### src/include/sysmod_pkg.sv
package sysmod_pkg;

  // register port
  localparam logic [7:0] MCR_OFFSET = 8'h00;
  localparam logic [15:0] READ_IDLE = 16'h0000;

  // show cycle behaviour
  typedef enum logic [1:0] {
    SHOW_OFF      = 2'b00,
    SHOW_NO_ARB   = 2'b01,
    SHOW_ARB      = 2'b10,
    SHOW_ARB_HALT = 2'b11
  } show_mode_t;

  // configuration register layout, bit 15 first
  typedef struct packed {
    logic       clock_output_disable;
    logic       halt_watchdog_timer_gate;
    logic       halt_bus_monitor_gate;
    logic       pipeline_pin_disable;
    logic       reserved;
    logic       pin_speed_select;
    show_mode_t show_cycle_mode;
    logic       supervisor_space_select;
    logic       register_block_placement;
    logic       low_address_pin_disable;
    logic       strobe_pin_disable;
    logic [3:0] interrupt_arbitration_priority;
  } mcr_t;

  // reset values
  localparam logic RST_CLOCK_OUTPUT_DISABLE = 1'b0;
  localparam logic RST_HALT_WDT_GATE = 1'b0;
  localparam logic RST_HALT_BMON_GATE = 1'b0;
  localparam logic RST_PIN_SPEED = 1'b0;
  localparam show_mode_t RST_SHOW_MODE = SHOW_OFF;
  localparam logic RST_SUPERVISOR = 1'b1;
  localparam logic RST_PLACEMENT = 1'b1;
  localparam logic [3:0] RST_INTERRUPT_ARBITRATION_PRIORITY = 4'hf;
  // noise control bits until the strap is taken: single-chip
  localparam logic RST_PIN_DISABLE = 1'b1;

  // register block decode, address bits 23:12
  localparam logic [11:0] BLOCK_LOW = 12'h7ff;
  localparam logic [11:0] BLOCK_HIGH = 12'hfff;

  // strap capture sequence after reset release
  typedef enum logic [1:0] {
    ST_SYNC = 2'b00,
    ST_LOAD = 2'b01,
    ST_RUN  = 2'b10
  } strap_state_t;
  localparam logic [1:0] STRAP_SYNC_CYCLES = 2'h2;

  localparam int PIN_SPEED_WIDTH = 8;

endpackage

### src/rtl/write_once_bit.sv
module write_once_bit (
  // clock and reset
  input wire logic clock_i,
  input wire logic arst_n_i,
  // strap load
  input wire logic load_i,
  input wire logic load_value_i,
  // software write
  input wire logic write_i,
  input wire logic write_value_i,
  // state
  output logic value_o
);

  logic value;
  logic locked;
  logic next_value;
  logic next_locked;

  always_comb begin
    next_value = value;
    next_locked = locked;
    if (load_i) begin
      next_value = load_value_i;
    end else if (write_i && !locked) begin
      // first write after reset only
      next_value = write_value_i;
      next_locked = 1'b1;
    end
  end

  always_ff @(posedge clock_i or negedge arst_n_i) begin
    if (!arst_n_i) begin
      value <= 1'b1;
      // lock cleared by every reset
      locked <= 1'b0;
    end else begin
      value <= next_value;
      locked <= next_locked;
    end
  end

  assign value_o = value;

endmodule

### src/rtl/sysmod_config.sv
// Chosen here: strobed register access and the register offsets.
module sysmod_config (
  // clock and reset
  input wire logic CLOCK_I,
  input wire logic ARST_N_I,
  // register port
  input wire logic [7:0] ADDR_I,
  input wire logic [15:0] WDATA_I,
  input wire logic WR_I,
  input wire logic RD_I,
  output logic [15:0] RDATA_O,
  // mode strap pin
  input wire logic BUS_ERROR_INPUT_I,
  // debug and protection
  input wire logic BACKGROUND_DEBUG_STATE_I,
  input wire logic BREAKPOINT_I,
  output logic HALT_O,
  output logic WDT_RUN_O,
  output logic BMON_RUN_O,
  // clock output pin
  output logic SYSTEM_CLOCK_OUTPUT_PIN_OE_O,
  // pipeline tracking pins
  input wire logic PIPE_ADVANCE_I,
  input wire logic OPERAND_FETCH_I,
  output logic PIPELINE_ADVANCE_PIN_O,
  output logic PIPELINE_ADVANCE_PIN_OE_O,
  output logic OPERAND_FETCH_PIN_O,
  output logic OPERAND_FETCH_PIN_OE_O,
  // low address pins
  input wire logic [2:0] ADDR_LOW_I,
  input wire logic ADDR_LOW_DRIVE_I,
  output logic [2:0] ADDR_LOW_O,
  output logic ADDR_LOW_OE_O,
  // read/write strobe pin
  input wire logic STROBE_I,
  input wire logic STROBE_DRIVE_I,
  output logic STROBE_O,
  output logic STROBE_OE_O,
  // pin speed
  input wire logic [sysmod_pkg::PIN_SPEED_WIDTH-1:0] SLOW_REQ_I,
  output logic [sysmod_pkg::PIN_SPEED_WIDTH-1:0] PIN_SLOW_O,
  // show cycles
  input wire logic INTERNAL_XFER_I,
  output logic SHOW_CYCLE_O,
  output logic EXT_ARB_ENABLE_O,
  output logic GRANT_HALTS_O,
  output logic EXT_SELECT_BLOCK_O,
  // register block access
  input wire logic [23:0] ACCESS_ADDR_I,
  input wire logic ACCESS_SUPERVISOR_I,
  output logic REGBLOCK_HIT_O,
  output logic GLOBAL_ACCESS_OK_O,
  // interrupt arbitration and mode
  output logic [3:0] INTERRUPT_ARBITRATION_PRIORITY_O,
  output logic SINGLE_CHIP_O
);

  // strap synchroniser and sequence
  logic bus_error_input_meta;
  logic bus_error_input_sync;
  sysmod_pkg::strap_state_t state;
  sysmod_pkg::strap_state_t next_state;
  logic [1:0] count;
  logic [1:0] next_count;
  logic single_chip;
  logic next_single_chip;
  logic strap_load;

  always_ff @(posedge CLOCK_I or negedge ARST_N_I) begin
    if (!ARST_N_I) begin
      bus_error_input_meta <= 1'b1;
      bus_error_input_sync <= 1'b1;
    end else begin
      bus_error_input_meta <= BUS_ERROR_INPUT_I;
      bus_error_input_sync <= bus_error_input_meta;
    end
  end

  always_comb begin
    next_state = state;
    next_count = count;
    next_single_chip = single_chip;
    strap_load = 1'b0;
    case (state)
      sysmod_pkg::ST_SYNC: begin
        next_count = count + 2'h1;
        if (count == sysmod_pkg::STRAP_SYNC_CYCLES) begin
          next_state = sysmod_pkg::ST_LOAD;
        end
      end
      sysmod_pkg::ST_LOAD: begin
        strap_load = 1'b1;
        next_single_chip = !bus_error_input_sync;
        next_state = sysmod_pkg::ST_RUN;
      end
      sysmod_pkg::ST_RUN: next_state = sysmod_pkg::ST_RUN;
      default: next_state = sysmod_pkg::ST_RUN;
    endcase
  end

  always_ff @(posedge CLOCK_I or negedge ARST_N_I) begin
    if (!ARST_N_I) begin
      state <= sysmod_pkg::ST_SYNC;
      count <= 2'h0;
      single_chip <= 1'b1;
    end else begin
      state <= next_state;
      count <= next_count;
      single_chip <= next_single_chip;
    end
  end

  // register write and read
  sysmod_pkg::mcr_t mcr;
  sysmod_pkg::mcr_t next_mcr;
  sysmod_pkg::mcr_t wr_view;
  sysmod_pkg::mcr_t rd_view;
  logic [15:0] next_rdata;
  logic hit;
  logic write_mcr;
  logic placement;
  logic low_addr_dis;
  logic strobe_dis;

  assign hit = ADDR_I == sysmod_pkg::MCR_OFFSET;
  assign write_mcr = WR_I && hit;
  assign wr_view = sysmod_pkg::mcr_t'(WDATA_I);

  always_comb begin
    next_mcr = mcr;
    if (strap_load) begin
      next_mcr.pipeline_pin_disable = !bus_error_input_sync;
    end else if (write_mcr) begin
      next_mcr = wr_view;
    end
    next_mcr.reserved = 1'b0;
    next_mcr.register_block_placement = 1'b0;
    next_mcr.low_address_pin_disable = 1'b0;
    next_mcr.strobe_pin_disable = 1'b0;
  end

  always_ff @(posedge CLOCK_I or negedge ARST_N_I) begin
    if (!ARST_N_I) begin
      mcr <= '{
        clock_output_disable: sysmod_pkg::RST_CLOCK_OUTPUT_DISABLE,
        halt_watchdog_timer_gate: sysmod_pkg::RST_HALT_WDT_GATE,
        halt_bus_monitor_gate: sysmod_pkg::RST_HALT_BMON_GATE,
        pipeline_pin_disable: sysmod_pkg::RST_PIN_DISABLE,
        reserved: 1'b0,
        pin_speed_select: sysmod_pkg::RST_PIN_SPEED,
        show_cycle_mode: sysmod_pkg::RST_SHOW_MODE,
        supervisor_space_select: sysmod_pkg::RST_SUPERVISOR,
        register_block_placement: 1'b0,
        low_address_pin_disable: 1'b0,
        strobe_pin_disable: 1'b0,
        interrupt_arbitration_priority: sysmod_pkg::RST_INTERRUPT_ARBITRATION_PRIORITY
      };
    end else begin
      mcr <= next_mcr;
    end
  end

  // write-once bits; load value for placement keeps its own state
  write_once_bit u_placement (
    .clock_i(CLOCK_I),
    .arst_n_i(ARST_N_I),
    .load_i(1'b0),
    .load_value_i(sysmod_pkg::RST_PLACEMENT),
    .write_i(write_mcr),
    .write_value_i(wr_view.register_block_placement),
    .value_o(placement)
  );
  write_once_bit u_low_addr (
    .clock_i(CLOCK_I),
    .arst_n_i(ARST_N_I),
    .load_i(strap_load),
    .load_value_i(!bus_error_input_sync),
    .write_i(write_mcr),
    .write_value_i(wr_view.low_address_pin_disable),
    .value_o(low_addr_dis)
  );
  write_once_bit u_strobe (
    .clock_i(CLOCK_I),
    .arst_n_i(ARST_N_I),
    .load_i(strap_load),
    .load_value_i(!bus_error_input_sync),
    .write_i(write_mcr),
    .write_value_i(wr_view.strobe_pin_disable),
    .value_o(strobe_dis)
  );

  always_comb begin
    rd_view = mcr;
    rd_view.reserved = 1'b0;
    rd_view.register_block_placement = placement;
    rd_view.low_address_pin_disable = low_addr_dis;
    rd_view.strobe_pin_disable = strobe_dis;
    next_rdata = sysmod_pkg::READ_IDLE;
    if (RD_I && hit) begin
      next_rdata = rd_view;
    end
  end

  always_ff @(posedge CLOCK_I or negedge ARST_N_I) begin
    if (!ARST_N_I) begin
      RDATA_O <= sysmod_pkg::READ_IDLE;
    end else begin
      RDATA_O <= next_rdata;
    end
  end

  // block outputs
  logic next_halt;
  logic next_clk_oe;
  logic next_pa;
  logic next_pa_oe;
  logic next_of;
  logic next_of_oe;
  logic [2:0] next_al;
  logic next_al_oe;
  logic next_st;
  logic next_st_oe;
  logic [sysmod_pkg::PIN_SPEED_WIDTH-1:0] next_slow;
  logic next_show;
  logic next_arb;
  logic next_grant_halt;
  logic next_sel_block;
  logic next_regblock_hit;
  logic next_global_ok;
  logic track_on;

  always_comb begin
    next_halt = BACKGROUND_DEBUG_STATE_I;
    next_clk_oe = !mcr.clock_output_disable;
    track_on = !mcr.pipeline_pin_disable || BREAKPOINT_I
      || BACKGROUND_DEBUG_STATE_I;
    next_pa = PIPE_ADVANCE_I;
    next_of = OPERAND_FETCH_I;
    next_pa_oe = track_on;
    next_of_oe = track_on;
    next_al = ADDR_LOW_I;
    next_al_oe = ADDR_LOW_DRIVE_I && !low_addr_dis;
    next_st = STROBE_I;
    next_st_oe = STROBE_DRIVE_I && !strobe_dis;
    next_slow = SLOW_REQ_I
      & {sysmod_pkg::PIN_SPEED_WIDTH{mcr.pin_speed_select}};
    next_show = 1'b0;
    next_arb = 1'b1;
    next_grant_halt = 1'b0;
    case (mcr.show_cycle_mode)
      sysmod_pkg::SHOW_OFF: next_show = 1'b0;
      sysmod_pkg::SHOW_NO_ARB: begin
        next_show = 1'b1;
        next_arb = 1'b0;
      end
      sysmod_pkg::SHOW_ARB: next_show = 1'b1;
      sysmod_pkg::SHOW_ARB_HALT: begin
        next_show = 1'b1;
        next_grant_halt = 1'b1;
      end
      default: next_show = 1'b0;
    endcase
    next_sel_block = next_show && INTERNAL_XFER_I;
    next_regblock_hit = ACCESS_ADDR_I[23:12] ==
      (placement ? sysmod_pkg::BLOCK_HIGH : sysmod_pkg::BLOCK_LOW);
    next_global_ok = next_regblock_hit
      && (ACCESS_SUPERVISOR_I || !mcr.supervisor_space_select);
  end

  always_ff @(posedge CLOCK_I or negedge ARST_N_I) begin
    if (!ARST_N_I) begin
      HALT_O <= 1'b0;
      WDT_RUN_O <= 1'b1;
      BMON_RUN_O <= 1'b1;
      SYSTEM_CLOCK_OUTPUT_PIN_OE_O <= 1'b0;
      PIPELINE_ADVANCE_PIN_O <= 1'b0;
      PIPELINE_ADVANCE_PIN_OE_O <= 1'b0;
      OPERAND_FETCH_PIN_O <= 1'b0;
      OPERAND_FETCH_PIN_OE_O <= 1'b0;
      ADDR_LOW_O <= 3'h0;
      ADDR_LOW_OE_O <= 1'b0;
      STROBE_O <= 1'b0;
      STROBE_OE_O <= 1'b0;
      PIN_SLOW_O <= '0;
      SHOW_CYCLE_O <= 1'b0;
      EXT_ARB_ENABLE_O <= 1'b1;
      GRANT_HALTS_O <= 1'b0;
      EXT_SELECT_BLOCK_O <= 1'b0;
      REGBLOCK_HIT_O <= 1'b0;
      GLOBAL_ACCESS_OK_O <= 1'b0;
      INTERRUPT_ARBITRATION_PRIORITY_O <= sysmod_pkg::RST_INTERRUPT_ARBITRATION_PRIORITY;
      SINGLE_CHIP_O <= 1'b1;
    end else begin
      HALT_O <= next_halt;
      WDT_RUN_O <= !(next_halt && mcr.halt_watchdog_timer_gate);
      BMON_RUN_O <= !(next_halt && mcr.halt_bus_monitor_gate);
      SYSTEM_CLOCK_OUTPUT_PIN_OE_O <= next_clk_oe;
      PIPELINE_ADVANCE_PIN_O <= next_pa;
      PIPELINE_ADVANCE_PIN_OE_O <= next_pa_oe;
      OPERAND_FETCH_PIN_O <= next_of;
      OPERAND_FETCH_PIN_OE_O <= next_of_oe;
      ADDR_LOW_O <= next_al;
      ADDR_LOW_OE_O <= next_al_oe;
      STROBE_O <= next_st;
      STROBE_OE_O <= next_st_oe;
      PIN_SLOW_O <= next_slow;
      SHOW_CYCLE_O <= next_show;
      EXT_ARB_ENABLE_O <= next_arb;
      GRANT_HALTS_O <= next_grant_halt;
      EXT_SELECT_BLOCK_O <= next_sel_block;
      REGBLOCK_HIT_O <= next_regblock_hit;
      GLOBAL_ACCESS_OK_O <= next_global_ok;
      INTERRUPT_ARBITRATION_PRIORITY_O <= mcr.interrupt_arbitration_priority;
      SINGLE_CHIP_O <= single_chip;
    end
  end

endmodule

### config.mk
export PLATFORM = sky130hd
export DESIGN_NAME = sysmod_config
export DESIGN_NICKNAME = d
export VERILOG_FILES = /design/src/include/sysmod_pkg.sv /design/src/rtl/write_once_bit.sv /design/src/rtl/sysmod_config.sv
export SDC_FILE = /design/constraint.sdc
export NUM_CORES = 1
export LEC_CHECK = 0
export ABC_AREA = 1
export BUFFER_PORTS_ARGS = -buffer_cell sky130_fd_sc_hd__buf_2
export CAP_MARGIN = 40
export CORE_ASPECT_RATIO = 2
export CORE_MARGIN = 4
export CORE_UTILIZATION = 48
export CTS_BUF_LIST = sky130_fd_sc_hd__clkbuf_8
export DETAILED_ROUTE_END_ITERATION = 10
export GPL_ROUTABILITY_DRIVEN = 0
export PLACE_DENSITY = 0.79
export SKIP_LAST_GASP = 1
export SYNTH_ARGS = -nofsm -noshare
export SYNTH_HDL_FRONTEND = slang
export SYNTH_SLANG_ARGS = --single-unit
export TNS_END_PERCENT = 100
### constraint.sdc
create_clock -name CLOCK_I -period 1.4 [get_ports CLOCK_I]
set_input_delay 0.07 -clock CLOCK_I [delete_from_list [all_inputs] [get_ports CLOCK_I]]
set_output_delay 0.07 -clock CLOCK_I [all_outputs]
set_load 0.01 [all_outputs]
==> impl_metrics.json <==
{
  "outcome": "completed",
  "start_kind": "flip-flop",
  "vias_per_cell": 4.498,
  "grt_max_degree": 30,
  "postCtsHoldBufs": 35,
  "clockBufferDepth": 2,
  "crit_chain": "nand2_1, nand3_4, nand2_1, o21ai_2",
  "hold_viol": 0,
  "die_w_um": 59.83,
  "grt.overflow.total": 0,
  "rr_worst_depth": 4,
  "total_leakage_power_uw": 0.002051,
  "r2r-start": "state[0]",
  "post_cts_buffers": 0,
  "core_um2": 5185,
  "vdd_ir_drop_max_v": 0.001019,
  "power.total_uw": 4158,
  "yosys.area.top_type": "dfrtp_1",
  "die_area_um2": 6680,
  "skew_ns": 0.006488,
  "critPathKind": "reg -> reg",
  "yosys_warnings": 0,
  "clockRootBuffer": "clkbuf_8",
  "syn-num-nets": 306,
  "slowest_stage": "dfrtp_1",
  "post_cts_resized": 0,
  "drcViolationCount": 0,
  "hold_start": "WDATA_I[5]",
  "fillers": 383,
  "synth_xor_area_share_pct": 0.6793,
  "routed_wl_um": 5930,
  "cp_data_arrival_time_ns": 1.46,
  "r2r_end": "mcr[10]",
  "crit_family": "simple AND/OR/NAND/NOR gates",
  "synthAdderAreaFrac_pct": 0.4852,
  "synth.ff_latch_count": 72,
  "clock_latency_ns": 0.34,
  "min_period_ns": 1.226,
  "dp_slack_ns": 0.1347,
  "synth_cell_type_count": 22,
  "drive_gt1_share_pct": 41.71,
  "grt_setup_unrepaired": "false",
  "drt_iter0_drc": 62,
  "cts_tree": "done",
  "finalCritPeriodShare_pct": 87.60,
  "yosysTopAreaCellShare_pct": 50.46,
  "synth-simple-area-share_pct": 14.75,
  "cpMostUsedCell": "nand2_1",
  "avgSynthCellArea_um2": 11.12,
  "fin_nets": 455,
  "place.port_buffers": 107,
  "stdcell_area_um2": 3740,
  "drv_slew": 0,
  "die_y_um": 111.7,
  "pin_count": 122,
  "rows": 37,
  "synth_mux_area_share_pct": 0,
  "synthesis.area_um2": 2579,
  "floorplan.initialDensity_pct": 49.73,
  "ant_nets": 0,
  "grt_pass1_vias": 2176,
  "clkSinkCount": 72,
  "dp_hpwl_um": 4043,
  "syn2layout_area_growth_pct": 45.03,
  "place_area_um2": 3183,
  "drv_cap": 0,
  "cp.required_ns": 1.63,
  "worstHoldPathCells": 5,
  "critPathCaptureType": "flip-flop",
  "numCtsBuffers": 9,
  "p_per_area_nw_per_um2": 1112,
  "wl_per_cell_um": 13.36,
  "htreeDepth": 3,
  "hold-path-endpoint": "u_low_addr.value_o",
  "hp-class": "in -> reg",
  "worst_slack_ns": 0.1736,
  "tns_ns": 0,
  "dr_total_vias": 1997,
  "syn_inst": 232,
  "synth_compound_area_share_pct": 4.415,
  "first_pass_iters": 4,
  "antenna_found_initial": 0,
  "gr-usage-all-layers_pct": 19.87,
  "path_clk_slew_ns": 0.07,
  "path_max_fanout": 24,
  "cp_num_buf_inv": 0,
  "synth_area_leaders": "dfrtp_1, dfstp_2, inv_1",
  "fmax_mhz": 815.4,
  "ys_seq_area_share_pct": 70.84,
  "max_stage_delay_ns": 0.38,
  "r2r_setup_slack_ns": 0.17,
  "setup_viol": 0,
  "synth_top_family_by_area": "simple AND/OR/NAND/NOR gates",
  "grt_pass1_wl_um": 9701,
  "fin_util_pct": 72.13,
  "antenna_cells": 0
}
-- state kept, by name (all words and copies together), names as in the netlist, 2 cells and up --
name	count
ADDR_LOW_O	3
INTERRUPT_ARBITRATION_PRIORITY_O	4
PIN_SLOW_O	8
RDATA_O	15
count	2
mcr	12
state	2
-- report_power, final --
part	internal, uW	switching, uW
registers	2160	30.5
logic	185	159
clock network	872	752
-- final cells by class --
type                       instances  area (um2)  share of cell area (%)
sequential                        72        1827                   48.85
timing repair buffer             145       933.4                   24.96
multi-input combinational        107       528.0                   14.12
inverter                          46       172.7                   4.617
clock buffer                      10       137.6                   3.680
tap                               58       72.57                   1.940
clock inverter                     6       68.82                   1.840
-- cells in the final DEF, fill, tap and decap left out, drive strengths merged --
cell         netlist  routed
clkinvlp           0       4
or3                1       1
xor2               2       2
nor2              28      28
inv               46      46
clkinv             0       1
o21ai             13      13
ha                 1       1
dfrtp             52      52
dfstp             20      20
clkbuf             1      10
bufinv             0       1
nand2             47      47
buf                6     110
nand3              9       9
nand4              3       3
dlygate4sd3        0      35
conb               1       1
or2                1       1
o21a               1       1
-- metrics by stage --
stage | std cells | hold WS [ns]
after floorplan | 232 | -0.2256
after global placement | 393 | 0.01513
after detailed placement | 393 | 0.02552
after CTS | 444 | 0.009887
after global routing | 444 | 0.04246
final | 444 | 0.02158
-- cells by family (layout without fill, tap and decap cells) --
group	count (synthesis)	after routing
buffers and inverters	53	207
xor gates and xnor gates	2	2
adders and majority gates	1	1
other	1	1
DFF	72	72
AOI/OAI and AO/OA	14	14
and+or+nand+nor	89	89
-- synth_stat cells --
| cell type | number |
|---|---|
| buf_6 | 2 |
| conb_1 | 1 |
| dfstp_2 | 20 |
| nor2_4 | 1 |
| nor2_1 | 27 |
| inv_1 | 46 |
| o21ai_0 | 2 |
| nand4_1 | 3 |
| or3_1 | 1 |
| ha_1 | 1 |
| nand3_4 | 1 |
| o21a_1 | 1 |
| clkbuf_1 | 1 |
| o21ai_2 | 11 |
| buf_4 | 2 |
| xor2_1 | 2 |
| nand2_1 | 46 |
| dfrtp_1 | 52 |
| nand3_1 | 8 |
| nand2_2 | 1 |
| or2_2 | 1 |
| buf_2 | 2 |
-- worst max path at each step --
stage | from | endpoint | slack [ns] | depth (start not counted)
detailed placement | ADDR_I[1] | mcr[8] | 0.13 | 7
global route | state[0] | mcr[10] | 0.08 | 4
CTS | state[0] | mcr[8] | 0.17 | 4
global placement | ADDR_I[1] | mcr[14] | 0.16 | 7
floorplan | state[1] | u_low_addr.value_o | 0.24 | 7
finish | state[0] | mcr[10] | 0.17 | 4
-- worst min-delay path, delay by kind of cell --
| kind | cells | cell delay, ns |
|---|---|---|
| AND/OR/NAND/NOR | 4 | 0.19 |
| buffers and inverters | 1 | 0.10 |
-- metal layers --
metal	GRT usage, %	wire (um)	up-vias
li1	-	-	981
met1	18.96	1852	940
met2	35.98	3515	56
met3	4.524	329	20
met4	11.69	233	0
met5	0	0	-
(Power assumes the default switching activity.)
